File: src/inc/trim_regs_pkg.sv
// constants for the channel offset and full-scale trim register bank
package trim_regs_pkg;
   // register map, 4-bit serial address
   localparam int ADDR_W = 4;
   localparam logic [3:0] OFFSET_TRIM_ADDR = 4'h2;
   localparam logic [3:0] FULL_SCALE_TRIM_ADDR = 4'h3;
   localparam int REG_W = 16;
   localparam logic [15:0] OFFSET_TRIM_RESET = 16'h0000;
   localparam logic [15:0] FULL_SCALE_TRIM_RESET = 16'h4000;
   // offset trim fields
   localparam int OFFSET_POLARITY_BIT = 12;
   localparam int OFFSET_MAG_MSB = 11;
   localparam int OFFSET_MAG_W = 12;
   localparam int OFFSET_STORE_W = 13;
   localparam int OFFSET_RES_LSB = 13;
   // full-scale trim fields
   localparam int FULL_SCALE_MAG_MSB = 14;
   localparam int FULL_SCALE_MAG_W = 15;
   localparam int FULL_SCALE_RES_BIT = 15;
   // code range of the trims and the analog values they stand for
   localparam logic [11:0] OFFSET_MAG_MAX_CODE = 12'hFFF;
   localparam int OFFSET_MAX_MV = 45;
   localparam logic [14:0] FULL_SCALE_MAX_CODE = 15'h7FFF;
   localparam logic [14:0] FULL_SCALE_DEFAULT_CODE = 15'h4000;
   localparam int FULL_SCALE_MIN_MV = 600;
   localparam int FULL_SCALE_DEFAULT_MV = 790;
   localparam int FULL_SCALE_MAX_MV = 980;
   // serial frame: 8 command bits then 16 data bits, msb first
   localparam logic [4:0] CMD_BITS = 5'h08;
   localparam logic [4:0] FRAME_BITS = 5'h18;
   localparam int CMD_READ_BIT = 7;
   localparam logic [15:0] UNMAPPED_READ_VALUE = 16'h0000;
endpackage : trim_regs_pkg

File: src/logic/channel_offset_gain_trim_regs.sv
// offset and full-scale trim registers of one channel behind the serial control port
//
// Overview of operation
// - polarity bit one makes the offset negative
// - offset magnitude straight binary, 4095 is 45 mV
// - range code straight binary, 600 to 980 mV
// - range default code 16384, that is 790 mV
`timescale 1ns/1ps
`default_nettype none
module channel_offset_gain_trim_regs (
   // clock and reset
   input wire logic MCLK_I,
   input wire logic RST_N_I,
   // serial control port
   input wire logic SCS_N_I,
   input wire logic SCLK_I,
   input wire logic SDI_I,
   output logic SDO_O,
   output logic SDO_OE_N_O,
   // trims applied to the channel
   output logic signed [12:0] OFFSET_TRIM_O,
   output logic [14:0] FULL_SCALE_RANGE_O,
   // raw register contents
   output logic [15:0] OFFSET_TRIM_REG_O,
   output logic [15:0] FULL_SCALE_TRIM_REG_O
);
   logic [1:0] scs_n_sync_r;
   logic [2:0] sclk_sync_r;
   logic [1:0] sdi_sync_r;
   logic sclk_rise;
   logic sclk_fall;
   logic selected;
   logic [4:0] bit_cnt_r;
   logic [23:0] shift_in_r;
   logic [23:0] shift_in_nxt;
   logic [7:0] cmd_r;
   logic [15:0] shift_out_r;
   logic sdo_r;
   logic frame_done;
   logic cmd_done;
   logic out_shift;
   logic [3:0] read_addr;
   logic write_offset;
   logic write_full_scale;
   logic [15:0] read_value;
   logic [12:0] offset_store;
   logic [14:0] full_scale_store;
   logic [12:0] offset_wdata;
   logic [14:0] full_scale_wdata;
   logic [12:0] offset_mag_ext;
   logic signed [12:0] offset_trim_r;
   logic [14:0] full_scale_r;

   // port pins come from the host clock domain: two flops before use
   // select resets high so no frame starts while reset is released
   always_ff @(posedge MCLK_I or negedge RST_N_I) begin
      if (!RST_N_I) begin
         scs_n_sync_r <= 2'h3;
      end else begin
         scs_n_sync_r <= {scs_n_sync_r[0], SCS_N_I};
      end
   end

   // third flop on the serial clock gives the edge detector its old value;
   // reset value matches the idle low level so no false edge follows reset
   always_ff @(posedge MCLK_I or negedge RST_N_I) begin
      if (!RST_N_I) begin
         sclk_sync_r <= 3'h0;
      end else begin
         sclk_sync_r <= {sclk_sync_r[1:0], SCLK_I};
      end
   end

   // data takes the same two flops as the clock, so the bit seen at a
   // detected rising edge is the one the host held around that edge
   always_ff @(posedge MCLK_I or negedge RST_N_I) begin
      if (!RST_N_I) begin
         sdi_sync_r <= 2'h0;
      end else begin
         sdi_sync_r <= {sdi_sync_r[0], SDI_I};
      end
   end

   assign selected = !scs_n_sync_r[1];
   assign sclk_rise = selected && sclk_sync_r[1] && !sclk_sync_r[2];
   assign sclk_fall = selected && !sclk_sync_r[1] && sclk_sync_r[2];
   assign shift_in_nxt = {shift_in_r[22:0], sdi_sync_r[1]};
   assign frame_done = sclk_rise && (bit_cnt_r == (trim_regs_pkg::FRAME_BITS - 5'h01));
   assign cmd_done = sclk_rise && (bit_cnt_r == (trim_regs_pkg::CMD_BITS - 5'h01));
   assign out_shift = sclk_fall && bit_cnt_r >= trim_regs_pkg::CMD_BITS
      && bit_cnt_r < trim_regs_pkg::FRAME_BITS;
   // address of a read is complete at the last command bit, before cmd_r holds it
   assign read_addr = shift_in_nxt[3:0];

   // bit counter and input shifter; a deselect aborts the frame
   // the count stops at the frame length, so extra bits are ignored
   always_ff @(posedge MCLK_I or negedge RST_N_I) begin
      if (!RST_N_I) begin
         bit_cnt_r <= 5'h00;
         shift_in_r <= 24'h000000;
      end else if (!selected) begin
         bit_cnt_r <= 5'h00;
      end else if (sclk_rise && bit_cnt_r != trim_regs_pkg::FRAME_BITS) begin
         bit_cnt_r <= bit_cnt_r + 5'h01;
         shift_in_r <= shift_in_nxt;
      end
   end

   // command byte latched on its eighth bit
   always_ff @(posedge MCLK_I or negedge RST_N_I) begin
      if (!RST_N_I) begin
         cmd_r <= 8'h00;
      end else if (cmd_done) begin
         cmd_r <= shift_in_nxt[7:0];
      end
   end

   // register writes commit on the last bit of a write frame; a frame cut
   // short by a deselect never reaches this bit, so it writes nothing
   always_comb begin
      write_offset = 1'b0;
      write_full_scale = 1'b0;
      if (frame_done && !cmd_r[trim_regs_pkg::CMD_READ_BIT]) begin
         if (cmd_r[3:0] == trim_regs_pkg::OFFSET_TRIM_ADDR) begin
            write_offset = 1'b1;
         end else if (cmd_r[3:0] == trim_regs_pkg::FULL_SCALE_TRIM_ADDR) begin
            write_full_scale = 1'b1;
         end
      end
   end

   // reserved bits are not stored and read back as zero
   assign offset_wdata = shift_in_nxt[trim_regs_pkg::OFFSET_POLARITY_BIT:0];
   assign full_scale_wdata = shift_in_nxt[trim_regs_pkg::FULL_SCALE_MAG_MSB:0];

   trim_reg_cell #(
      .WIDTH(trim_regs_pkg::OFFSET_STORE_W),
      .RESET_VALUE(trim_regs_pkg::OFFSET_TRIM_RESET[12:0])
   ) offset_cell (
      .clk_i(MCLK_I),
      .rst_n_i(RST_N_I),
      .load_i(write_offset),
      .data_i(offset_wdata),
      .value_o(offset_store)
   );

   trim_reg_cell #(
      .WIDTH(trim_regs_pkg::FULL_SCALE_MAG_W),
      .RESET_VALUE(trim_regs_pkg::FULL_SCALE_TRIM_RESET[14:0])
   ) full_scale_cell (
      .clk_i(MCLK_I),
      .rst_n_i(RST_N_I),
      .load_i(write_full_scale),
      .data_i(full_scale_wdata),
      .value_o(full_scale_store)
   );

   // read-back view with the reserved bits tied low
   assign OFFSET_TRIM_REG_O = {3'h0, offset_store};
   assign FULL_SCALE_TRIM_REG_O = {1'h0, full_scale_store};

   // read mux for the data phase; unmapped addresses read zero
   always_comb begin
      read_value = trim_regs_pkg::UNMAPPED_READ_VALUE;
      if (read_addr == trim_regs_pkg::OFFSET_TRIM_ADDR) begin
         read_value = OFFSET_TRIM_REG_O;
      end else if (read_addr == trim_regs_pkg::FULL_SCALE_TRIM_ADDR) begin
         read_value = FULL_SCALE_TRIM_REG_O;
      end
   end

   // output shifter: loaded after the command byte, shifted on falling edges
   always_ff @(posedge MCLK_I or negedge RST_N_I) begin
      if (!RST_N_I) begin
         shift_out_r <= 16'h0000;
      end else if (cmd_done) begin
         shift_out_r <= read_value;
      end else if (out_shift) begin
         shift_out_r <= {shift_out_r[14:0], 1'b0};
      end
   end

   // data pin changes after a falling edge and holds through the next rise
   always_ff @(posedge MCLK_I or negedge RST_N_I) begin
      if (!RST_N_I) begin
         sdo_r <= 1'b0;
      end else if (out_shift) begin
         sdo_r <= shift_out_r[15];
      end
   end

   assign SDO_O = sdo_r;
   // pin driven only in the data phase of a read frame
   assign SDO_OE_N_O = !(selected && cmd_r[trim_regs_pkg::CMD_READ_BIT]
      && bit_cnt_r >= trim_regs_pkg::CMD_BITS);

   // straight binary magnitude, sign selects polarity of the applied offset
   // a zero magnitude gives zero offset for either polarity
   assign offset_mag_ext = {1'b0, offset_store[trim_regs_pkg::OFFSET_MAG_MSB:0]};
   always_ff @(posedge MCLK_I or negedge RST_N_I) begin
      if (!RST_N_I) begin
         offset_trim_r <= 13'sh0000;
      end else if (offset_store[trim_regs_pkg::OFFSET_POLARITY_BIT]) begin
         offset_trim_r <= $signed(13'h0000 - offset_mag_ext);
      end else begin
         offset_trim_r <= $signed(offset_mag_ext);
      end
   end

   // range code passed straight to the channel, default mid-range
   always_ff @(posedge MCLK_I or negedge RST_N_I) begin
      if (!RST_N_I) begin
         full_scale_r <= trim_regs_pkg::FULL_SCALE_DEFAULT_CODE;
      end else begin
         full_scale_r <= full_scale_store;
      end
   end

   assign OFFSET_TRIM_O = offset_trim_r;
   assign FULL_SCALE_RANGE_O = full_scale_r;
endmodule : channel_offset_gain_trim_regs
`default_nettype wire

File: src/logic/trim_reg_cell.sv
// one trim register with reset value and write load
`timescale 1ns/1ps
`default_nettype none
module trim_reg_cell #(
   parameter int WIDTH = 16,
   parameter logic [WIDTH-1:0] RESET_VALUE = '0
) (
   // clock and reset
   input wire logic clk_i,
   input wire logic rst_n_i,
   // write port
   input wire logic load_i,
   input wire logic [WIDTH-1:0] data_i,
   // stored value
   output logic [WIDTH-1:0] value_o
);
   logic [WIDTH-1:0] value_r;

   // holds the written value until the next write or reset
   always_ff @(posedge clk_i or negedge rst_n_i) begin
      if (!rst_n_i) begin
         value_r <= RESET_VALUE;
      end else if (load_i) begin
         value_r <= data_i;
      end
   end

   assign value_o = value_r;
endmodule : trim_reg_cell
`default_nettype wire

File: config.mk
export PLATFORM = sky130hd
export DESIGN_NAME = channel_offset_gain_trim_regs
export DESIGN_NICKNAME = d
export VERILOG_FILES = /design/src/inc/trim_regs_pkg.sv /design/src/logic/channel_offset_gain_trim_regs.sv /design/src/logic/trim_reg_cell.sv
export SDC_FILE = /design/constraint.sdc
export NUM_CORES = 1
export LEC_CHECK = 0
export BUFFER_PORTS_ARGS = -buffer_cell sky130_fd_sc_hd__buf_2
export CORE_MARGIN = 2
export CORE_UTILIZATION = 25
export CTS_BUF_LIST = sky130_fd_sc_hd__clkbuf_8
export DETAILED_ROUTE_END_ITERATION = 8
export GPL_TIMING_DRIVEN = 0
export PLACE_DENSITY = 0.44
export SLEW_MARGIN = 25
export SYNTH_ARGS = -nofsm -noshare
export SYNTH_HDL_FRONTEND = slang
export SYNTH_SLANG_ARGS = --single-unit
File: constraint.sdc
create_clock -name MCLK_I -period 2.1 [get_ports MCLK_I]
set_input_delay 0.315 -clock MCLK_I [delete_from_list [all_inputs] [get_ports MCLK_I]]
set_output_delay 0.315 -clock MCLK_I [all_outputs]
set_load 0.02 [all_outputs]
-- After elaboration in Yosys (flattened, before gate mapping)
Index checks and enable logic that the tools add are counted.
W data, S select, Z words.
- bits in registers: 107
- input bits: 5
- $add $sub $neg: 2
- $lt $le $gt $ge: 2
- equality and inequality tests: 7
- multiplexer cells: 12
- bitwise gates (word level): 1
- reduce and logical (&&, ||, !) cells: 20
- operators by type and width (cell ; number):
    $mux W16 ; 2
    $mux W15 ; 2
    $eq A4 B2 Y1 const B ; 4
    $mux W13 ; 1
    $sub A1 B12 Y13 const A ; 1
    $logic_and A1 B1 Y1 ; 12
    $mux W5 ; 2
    $add A5 B1 Y5 const B ; 1
    $eq A5 B3 Y1 const B ; 1
    $eq A5 B5 Y1 const B ; 1
    $ge A5 B4 Y1 const B ; 1
    $logic_not A1 Y1 ; 5
    $lt A5 B5 Y1 const B ; 1
    $mux W1 ; 5
    $ne A5 B5 Y1 const B ; 1
    $reduce_bool A2 Y1 ; 2
    $reduce_and A2 Y1 ; 1
    $not A1 Y1 ; 1

-- Depth between registers and ports, before layout
Gate-level depths: netlist of the first run.
- depth after elaboration: 7
- gate-level depth with buffers: 7
- gate-level depth less buffers: 5

-- Hierarchy
Synthesis of the first run repeated with hierarchy kept, for this count alone.
- cells, all modules: 290
- area total of the unflattened synthesis: 4200.3 um^2
- modules (own cells, without submodules) (module ; instances ; cells an instance ; area an instance (um^2)):
    channel_offset_gain_trim_regs ; 1 ; 231 ; 3065.4
    trim_reg_cell (full_scale_cell) ; 1 ; 32 ; 614.3
    trim_reg_cell (offset_cell) ; 1 ; 27 ; 520.5

-- Least setup slack after synthesis of the first run
OpenSTA, ideal clock, no wires.
- kind: flip-flop to flip-flop
- start: register bit_cnt_r[0]
- end: register full_scale_cell.value_r[10] (netlist: full_scale_cell.value_o[10])
- library setup time: 0.125 ns
- arrival time: 1.886 ns
- slack: 0.090 ns
- cell stages (with the launch flop): 6
- buffers on the path: 1
- period minus slack after synthesis: 2.010 ns
- cells stage by stage: dfrtp_1 ha_1 or3b_4 nor4_4 buf_6 mux2_2
- cells in the longest elaborated chain, start to end: 4
- RTL lines (item ; line ; RTL):
    from (decl) ; channel_offset_gain_trim_regs.sv:33 ; logic [4:0] bit_cnt_r;
    from (signal assigned) ; channel_offset_gain_trim_regs.sv:104 ; bit_cnt_r <= bit_cnt_r + 5'h01;
    $eq A5 B5 Y1 ; channel_offset_gain_trim_regs.sv:88 ; assign frame_done = sclk_rise && (bit_cnt_r == (trim_regs_pkg::FRAME_BITS - 5'h01));
    $logic_and A1 B1 Y1 ; channel_offset_gain_trim_regs.sv:88 ;
    $logic_and A1 B1 Y1 ; channel_offset_gain_trim_regs.sv:123 ; if (frame_done && !cmd_r[trim_regs_pkg::CMD_READ_BIT]) begin
    $mux W1 ; channel_offset_gain_trim_regs.sv:123 ;
    to (signal assigned) ; trim_reg_cell.sv:24 ; value_r <= data_i;
    to (decl) ; trim_reg_cell.sv:17 ; logic [WIDTH-1:0] value_r;
Every way passes these cells.
A chain may end at the register's enable or synchronous reset.

-- Worst setup path in the final report of the first run
- start: register bit_cnt_r[1]
- end: register cmd_r[1]
- cells in the longest elaborated chain, start to end: 2
- RTL lines (item ; line ; RTL):
    $eq A5 B3 Y1 ; channel_offset_gain_trim_regs.sv:89 ; assign cmd_done = sclk_rise && (bit_cnt_r == (trim_regs_pkg::CMD_BITS - 5'h01));
    $logic_and A1 B1 Y1 ; channel_offset_gain_trim_regs.sv:89 ;
    to (signal assigned) ; channel_offset_gain_trim_regs.sv:114 ; cmd_r <= shift_in_nxt[7:0];
    to (decl) ; channel_offset_gain_trim_regs.sv:36 ; logic [7:0] cmd_r;
Every way passes these cells.

==> results of run 1 <==
[cells in the mapped netlist (all sizes together) (2+ instances only)]
library cell / n / area share [%]
a211oi: 14 / 2.4
a21oi: 6 / 0.68
a31oi: 16 / 2.3
buf: 15 / 2.6
clkbuf: 9 / 0.76
dfrtp: 100 / 56
dfstp: 4 / 2.4
ha: 3 / 0.84
inv: 7 / 0.59
mux2: 61 / 16
nand2: 5 / 0.42
nand2b: 2 / 0.28
nand3: 2 / 0.23
nand3b: 3 / 0.51
nor2: 4 / 0.34
nor4: 4 / 1.2
o211ai: 2 / 0.34
o21ai: 23 / 2.6
or2: 2 / 0.34
or3: 4 / 0.56
or3b: 18 / 3.6
xnor2: 7 / 1.4
xor2: 4 / 0.79
[repair_timing]
action / CTS / global route
hold buffers: 2 / 0
setup buffers: 4 / 2
hold endpoints to repair: 46 / 0
pin swaps: 2 / 0
setup endpoints to repair: 35 / 24
resized for setup: 1 / 5
[routing by layer]
| layer | up-vias | part of all wire, % | GRT usage (%) | wire length [µm] |
|---|---|---|---|---|
| met1 | 1468 | 47 | 16.1 | 5000 |
| met2 | 70 | 45 | 17.8 | 4760 |
| li1 | 1369 | - | - | - |
| met4 | 0 | 2.2 | 4.30 | 234 |
| met3 | 19 | 5.3 | 3.83 | 555 |
| met5 | - | 0 | 0 | 0 |
[final cells by class]
cell class	instances	area, µm²	share of cell area, %
flip-flops and latches	104	2610	48.6
multi-input cells	199	1690	31.5
repair buffers	71	409	7.63
well taps	225	282	5.25
plain buffers	23	149	2.78
clock buffers	9	124	2.31
clock inverters	7	76.3	1.42
inverters	7	26.3	0.490
[metrics by stage]
step	hold WS (ns)	cells	area (µm²)
finish	0.0312	645	5370
CTS	0.00484	643	5330
detailed placement	0.289	622	5080
global placement	0.338	621	5050
global route	0.00836	645	5370
floorplan	0.0194	334	4460
[worst reg2reg max path: cells and delay by family (launching register included)]
| kind | cells | cell delay (ns) |
|---|---|---|
| buf+inv | 2 | 0.31 |
| simple gates | 2 | 0.70 |
| flops | 1 | 0.41 |
| mux | 1 | 0.30 |
| fa+ha+maj | 1 | 0.22 |
[power groups by stage]
stage	logic (µW)	registers, µW	clock network [µW]
floorplan	133	2180	0
global placement	199	2230	0
detailed placement	212	2240	0
CTS	215	2200	1360
global route	238	2210	1460
finish	214	2190	1310
[placed cells by master, fill, tap and decap left out, types with 5 or more instances in the layout]
cell type and n:
mux2_1 6, a31oi_1 14, clkbuf_1 8, buf_6 6
clkbuf_8 9, dfrtp_1 100, a211oi_1 14, buf_2 63
nand2_1 5, inv_1 8, buf_4 11, a21oi_1 6
or3b_2 14, mux2_2 52, o21ai_0 23, xnor2_1 7
[kinds of logic after synthesis]
kind of cell / share of synthesized area [%]
DFF: 58.6
AOI/OAI and AO/OA: 9.34
muxes: 15.9
and+or+nand+nor: 9.09
buffers and inverters: 3.94
xor gates and xnor gates: 2.17
adders and majority gates: 0.844
other: 0.0843
[how the worst max path moves through the flow]
stage,to,slack (ns),cells after the start
finish,cmd_r[1],0.07,6
global route,shift_out_r[8],-0.004,7
CTS,shift_in_r[12],0.02,6
detailed placement,full_scale_cell.value_o[9],-0.23,5
global placement,OFFSET_TRIM_O[9],-0.46,1
floorplan,full_scale_cell.value_o[10],0.09,5
[registers in the layout, indices dropped and copies added, names as in the netlist]
register                 flops
shift_in_r                  14
sdi_sync_r                   2
sclk_sync_r                  3
SDO_O                        1
offset_cell.value_o         13
FULL_SCALE_RANGE_O          15
OFFSET_TRIM_O               13
full_scale_cell.value_o     15
shift_out_r                 16
bit_cnt_r                    5
scs_n_sync_r                 2
cmd_r                        5
==> reports/metrics.yaml, run 1 <==
cp_cell_sequence: "ha_2 -> or4b_4 -> buf_6 -> or2_4 -> buf_6 -> mux2_4"
startpoint_type: "flop"
crit_buf_inv: 2
gp_congestion: 0.768
cts_sinks: 104
syn-cell-area_um2: 4450
fin_ws_ns: 0.0655
syn_to_final_growth_pct: 20.6
fin_crit_ns: 2.03
core_region_area_um2: 17400
ys_seq_area_share_pct: 58.6
syn_avg_cell_area_um2: 13.4
worstPathMaxFanout: 10
cp_top_family: "simple AND/OR/NAND/NOR gates"
cts_inserted_buffers: 9
ys_ff_latch: 104
grt_usage_pct: 11.9
hold_path.startpoint: "SCLK_I"
final-hold-violation-count: 0
outcome: "complete, no violations"
dr.first_iter.drc_count: 107
dp_slack_ns: -0.230
clk_latency_ns: 0.40
internal_power_uw: 2750
synth_edf_count: 0
grt_pass1_vias: 2974
wl_per_cell_um: 16.4
nets: 423
clkTransAtPathRegs_ns: 0.10
antenna_found_initial: 0
clock_tree.buffer_depth: 2
critPathKind: "reg -> reg"
p_sw_share_pct: 26.1
dieArea_um2: 18900
synthArstFlopShare_pct: 100
floorplan.initialDensity_pct: 25.6
worstPathArrival_ns: 2.31
fin_crit_sh_pct: 96.9
max-slew-margin-rel_pct: 48.6
ff2ff_setup_slack_ns: 0.07
wl_um: 10600
rows: 48
final_util_pct: 30.9
grt_pass1_wl_um: 16900
max_freq_ghz: 0.492
setup_tns_ns: 0
cap_viol_max_count: 0
reg2reg_to: "cmd_r[1]"
skew_ns: 0.0260
port_buffers: 62
cts_tree: "done"
setup_violations: 0
diodes: 0
n_fill_cell: 1764
viasPerCell: 4.54
cpPeakStageDelay_ns: 0.46
min_path_type: "in -> reg"
reg2regPathDepth: 6
ys_types: 48
critPathSlowestCell: "or4b_4"
postRouteAntennaNets: 0
ir_drop_v: 0.000411
worstSetupStartpoint: "bit_cnt_r[1]"
dp_hpwl_um: 7340
clkPwrFrac_pct: 35.2
clk_root_buffer_cell: "clkbuf_8"
fp.dieW_um: 137
htreeDepth: 3
io_pins: 67
drv_slew: 0
grt_max_degree: 56
power.net_switching_uw: 969
path_common_cell: "buf_6"
leakagePower_uw: 0.00263
powerDensity_nw_per_um2: 693
tightest_slew_ns: 0.764
min_to: "sclk_sync_r[0]"
ys.flop_type: "dfrtp_1"
die_y_um: 137
total_power_uw: 3720
drc: 0
dr.pass1.iters: 4
whs_path_depth: 1
cp_data_required_time_ns: 2.38
layout-drive-gt1-share_pct: 42.6
reg2reg_from: "bit_cnt_r[1]"
yosys_warnings: 0
postSynthCellCount: 331
vias: 2926
seqPwrFrac_pct: 59.0
critPathCaptureType: "flop"
combPwrFrac_pct: 5.8
grt_overflow: 0
Power figures use the tool's default switching activity.
==> inputs of run 2 (changes only) <==
--- a/config.mk
+++ b/config.mk
@@ -6,6 +6,7 @@
 export NUM_CORES = 1
 export LEC_CHECK = 0
 export BUFFER_PORTS_ARGS = -buffer_cell sky130_fd_sc_hd__buf_2
+export CORE_ASPECT_RATIO = 1.25
 export CORE_MARGIN = 2
 export CORE_UTILIZATION = 25
 export CTS_BUF_LIST = sky130_fd_sc_hd__clkbuf_8
==> run 2 against run 1 <==
  * First-iteration DRC count is 62% higher
  * Sequential power about the same
  * Hold slack better by 0.0010 ns
  * Power is 3.5% lower
  * Largest cell class unchanged
  * Final area rose by 1.9%
  * Critical path depth is 1 higher
  * Critical endpoint is now full_scale_cell.value_o[8]
  * Global-route usage is 0.26 points higher
  * Combinational power rose by 3%
  * Highest routed layer unchanged
==> reports/metrics.yaml, run 2 (same netlist as run 1, synthesis figures left out) <==
fin_crit_sh_pct: 98.1
final-hold-violation-count: 0
postRouteAntennaNets: 0
grt_overflow: 0
vias: 2942
wl_um: 10800
gp_congestion: 0.724
largest_reg_flops: 16
whs_ns: 0.0323
port_buffers: 62
htreeDepth: 3
tightest_slew_ns: 0.724
core_region_area_um2: 17400
drc: 0
io_pins: 67
grt_max_degree: 71
power.net_switching_uw: 917
clkTransAtPathRegs_ns: 0.10
cts_tree: "done"
leakagePower_uw: 0.00265
syn_to_final_growth_pct: 22.9
dp_hpwl_um: 7270
viasPerCell: 4.55
cts_sinks: 104
cts_inserted_buffers: 9
cap_viol_max_count: 0
max_freq_ghz: 0.485
outcome: "complete, no violations"
seqPwrFrac_pct: 61.4
internal_power_uw: 2670
top_register: "shift_out_r"
critPathKind: "reg -> reg"
grt_usage_pct: 12.2
ir_drop_v: 0.000231
diodes: 0
max-slew-margin-rel_pct: 51.3
n_fill_cell: 1804
rows: 54
skew_ns: 0.00979
layout_common_cells: "dfrtp_1 (100), buf_2 (63), mux2_2 (42)"
combPwrFrac_pct: 6.2
dr.first_iter.drc_count: 173
clk_latency_ns: 0.38
grt_setup_unrepaired: "yes"
clock_tree.buffer_depth: 2
fin_crit_ns: 2.06
worstPathArrival_ns: 2.32
layout_commonest_cell: "dfrtp_1"
clkPwrFrac_pct: 32.4
min_path_type: "in -> reg"
whs_path_depth: 1
p_sw_share_pct: 25.6
cp_data_required_time_ns: 2.36
nets: 427
reg2regPathDepth: 7
total_power_uw: 3580
drv_slew: 0
place_area_um2: 5080
grt_pass1_wl_um: 17500
die_y_um: 153
floorplan.initialDensity_pct: 25.5
startpoint_type: "flop"
setup_violations: 0
layout-drive-gt1-share_pct: 44.0
final_cell_area_um2: 5470
powerDensity_nw_per_um2: 656
setup_tns_ns: 0
grt_pass1_vias: 3115
antenna_found_initial: 0
dr.pass1.iters: 4
clk_root_buffer_cell: "clkbuf_8"
fp.dieW_um: 123
worstPathMaxFanout: 5
wl_per_cell_um: 16.8
critPathCaptureType: "flop"
dieArea_um2: 18900
==> run 2: final timing paths <==
| path | from | end | slack, ns |
|---|---|---|---|
| worst max-delay path | bit_cnt_r[0] | full_scale_cell.value_o[8] | 0.04 |
| worst min-delay path | SDI_I | sdi_sync_r[0] | 0.03 |
| worst max register to register | bit_cnt_r[0] | full_scale_cell.value_o[8] | 0.04 |
| worst min register to register | sdi_sync_r[0] | sdi_sync_r[1] | 0.36 |
| max in group asynchronous | RST_N_I | scs_n_sync_r[1] | 1.02 |
| min in group asynchronous | RST_N_I | FULL_SCALE_RANGE_O[11] | 0.39 |
==> run 2: per-layer routing <==
metal / up-vias / part of all wire [%] / global-route usage, %
met4: 0 / 2.0 / 5.84
li1: 1368 / - / -
met3: 10 / 3.2 / 1.72
met2: 60 / 49 / 18.9
met1: 1504 / 46 / 16.5
met5: - / 0 / 0
==> run 2: layout make-up <==
| cell class | count | area (µm²) | area share (%) |
|---|---|---|---|
| plain buffers | 23 | 160 | 2.93 |
| clock buffers | 11 | 151 | 2.77 |
| clock inverters | 4 | 22.5 | 0.412 |
| inverters | 7 | 26.3 | 0.481 |
| multi-input cells | 199 | 1750 | 32.1 |
| flip-flops and latches | 104 | 2610 | 47.7 |
| well taps | 224 | 280 | 5.13 |
| repair buffers | 75 | 465 | 8.51 |
==> run 2: power groups by stage <==
stage,sequential (µW),combinational (µW),clock [µW]
final,2200,221,1160
after global routing,2220,246,1290
after CTS,2200,221,1210
after detailed placement,2240,216,0
after global placement,2240,203,0
after floorplan,2180,133,0
==> run 2: critical path, stage by stage (launching register included) <==
cell	delay, ns
dfrtp_1	0.37
buf_6	0.12
ha_4	0.13
or3b_4	0.42
nor4_4	0.30
buf_6	0.16
buf_8	0.14
mux2_4	0.30
==> run 2: stage by stage <==
| stage | util, % | cells | setup slack [ns] |
|---|---|---|---|
| after floorplan | - | 334 | 0.0895 |
| after global placement | 29.0 | 620 | -0.516 |
| after detailed placement | 29.2 | 621 | -0.279 |
| after CTS | 30.7 | 644 | -0.0142 |
| after global routing | 31.4 | 647 | -0.0643 |
| final | 31.4 | 647 | 0.0400 |
==> run 2: repair_timing <==
| item | 4_1_cts | 5_1_grt |
|---|---|---|
| pin swaps | 2 | 2 |
| hold buffers | 2 | 0 |
| cloned | 2 | 0 |
| buffers inserted | 5 | 3 |
| gates resized for setup | 9 | 25 |
| endpoints found under the setup margin | 38 | 50 |
| hold endpoints to repair | 35 | 0 |
==> inputs of run 3 (changes only) <==
--- a/config.mk
+++ b/config.mk
@@ -6,13 +6,14 @@
 export NUM_CORES = 1
 export LEC_CHECK = 0
 export BUFFER_PORTS_ARGS = -buffer_cell sky130_fd_sc_hd__buf_2
-export CORE_ASPECT_RATIO = 1.25
+export CORE_ASPECT_RATIO = 1.4
 export CORE_MARGIN = 2
 export CORE_UTILIZATION = 25
 export CTS_BUF_LIST = sky130_fd_sc_hd__clkbuf_8
 export DETAILED_ROUTE_END_ITERATION = 8
 export GPL_TIMING_DRIVEN = 0
 export PLACE_DENSITY = 0.44
+export RECOVER_POWER = 100
 export SLEW_MARGIN = 25
 export SYNTH_ARGS = -nofsm -noshare
 export SYNTH_HDL_FRONTEND = slang
==> run 3 against run 2 <==
  * Clock power is 10% higher
  * Hold slack worse by 0.0078 ns
  * Via count is 0.71% lower
  * Utilization is 1.1 points lower
  * Die area hardly changed
  * Final area is 3.7% lower
  * First-iteration DRC count is 46% lower
  * Largest cell class unchanged
  * Largest power group unchanged
==> reports/metrics.yaml, run 3 (same netlist as run 1, synthesis figures left out) <==
drv_slew: 0
antenna_found_initial: 0
critPathKind: "reg -> reg"
nets: 420
grt_setup_unrepaired: "yes"
drc: 0
dr.pass1.iters: 4
fin_crit_sh_pct: 95.5
outcome: "complete, no violations"
wl_per_cell_um: 16.7
port_buffers: 62
dieArea_um2: 18900
clk_root_buffer_cell: "clkbuf_8"
grt_pass1_wl_um: 17700
syn_to_final_growth_pct: 18.4
clock_tree.buffer_depth: 2
htreeDepth: 3
seqPwrFrac_pct: 59.7
worstPathMaxFanout: 10
internal_power_uw: 2750
rows: 57
grt_max_degree: 67
clkTransAtPathRegs_ns: 0.10
viasPerCell: 4.47
min_path_type: "in -> reg"
final-hold-violation-count: 0
dp_hpwl_um: 7630
fin_ws_ns: 0.0948
io_pins: 67
core_region_area_um2: 17400
power.net_switching_uw: 925
largest_reg_flops: 16
cts_inserted_buffers: 9
layout-drive-gt1-share_pct: 29.3
layout_commonest_cell: "dfrtp_1"
fin_crit_ns: 2.01
whs_ns: 0.0245
combPwrFrac_pct: 5.6
worstSetupStartpoint: "bit_cnt_r[0]"
p_sw_share_pct: 25.1
postRouteAntennaNets: 0
skew_ns: 0.0168
max_freq_ghz: 0.499
grt_overflow: 0
die_y_um: 162
top_register: "shift_out_r"
hold_path.startpoint: "SCS_N_I"
vias: 2921
leakagePower_uw: 0.00235
worstPathArrival_ns: 2.25
dp_slack_ns: -0.193
powerDensity_nw_per_um2: 698
layout_common_cells: "dfrtp_1 (100), clkbuf_1 (64), mux2_2 (52)"
reg2reg_from: "bit_cnt_r[0]"
cp_data_required_time_ns: 2.34
final_cell_area_um2: 5270
grt_pass1_vias: 3044
startpoint_type: "flop"
critPathCaptureType: "flop"
diodes: 0
fp.dieW_um: 117
cap_viol_max_count: 0
ir_drop_v: 0.000357
place_area_um2: 5100
dr.first_iter.drc_count: 93
grt_usage_pct: 12.3
tightest_slew_ns: 0.994
cts_tree: "done"
cts_sinks: 104
max-slew-margin-rel_pct: 33.7
wl_um: 10900
clkPwrFrac_pct: 34.7
floorplan.initialDensity_pct: 25.6
clk_latency_ns: 0.38
gp_congestion: 0.751
setup_violations: 0
==> run 3: layer usage <==
| metal | share of wire, % | track usage [%] | up-vias |
|---|---|---|---|
| met5 | 0 | 0 | - |
| met4 | 1.6 | 4.71 | 0 |
| met3 | 3.0 | 1.75 | 13 |
| met2 | 51 | 20.5 | 58 |
| met1 | 45 | 16.1 | 1492 |
| li1 | - | - | 1358 |
==> run 3: worst max-delay path, cell delays in order (launching register included) <==
cell and delay (ns):
dfrtp_1 0.42, ha_2 0.22, or4b_4 0.46, buf_6 0.15, buf_1 0.24, a211oi_1 0.30
a31oi_1 0.08
==> run 3: final timing paths <==
check / end / slack, ns / cells after the start
max: shift_out_r[10] / 0.09 / 6
min: scs_n_sync_r[0] / 0.02 / 1
max reg2reg: shift_out_r[10] / 0.09 / 6
min reg2reg: sclk_sync_r[1] / 0.34 / 0
max in group asynchronous: sclk_sync_r[0] / 0.31 / 3
min in group asynchronous: FULL_SCALE_RANGE_O[9] / 0.63 / 2
==> run 3: layout make-up <==
type / count / area [µm²]
fillers: 1838 / 12100
flip-flops and latches: 104 / 2610
multi-input cells: 199 / 1700
repair buffers: 69 / 298
well taps: 236 / 295
plain buffers: 22 / 141
clock buffers: 10 / 138
clock inverters: 6 / 60.1
inverters: 7 / 26.3
==> run 3: stage by stage <==
step	utilization, %	cells	setup TNS, ns	power [µW]
after global routing	30.3	653	-0.0959	3850
after detailed placement	29.3	633	-5.09	2450
after CTS	30.7	654	0	3740
after floorplan	-	334	0	2320
final	30.3	653	0	3680
after global placement	29.1	632	-57.64	2440
==> run 3: power by group through the flow <==
stage | sequential, µW | combinational (µW) | clock, µW
after global placement | 2240 | 200 | 0
after global routing | 2210 | 235 | 1400
after floorplan | 2180 | 133 | 0
final | 2190 | 207 | 1280
after detailed placement | 2240 | 212 | 0
after CTS | 2200 | 216 | 1330
==> run 3: repair_timing <==
| item | 4_1_cts | 5_1_grt |
|---|---|---|
| pin swaps | 2 | 1 |
| setup buffers | 4 | 1 |
| setup endpoints to repair | 30 | 31 |
| hold buffers | 1 | 0 |
| gates resized for setup | 1 | 9 |
| hold endpoints to repair | 38 | 0 |
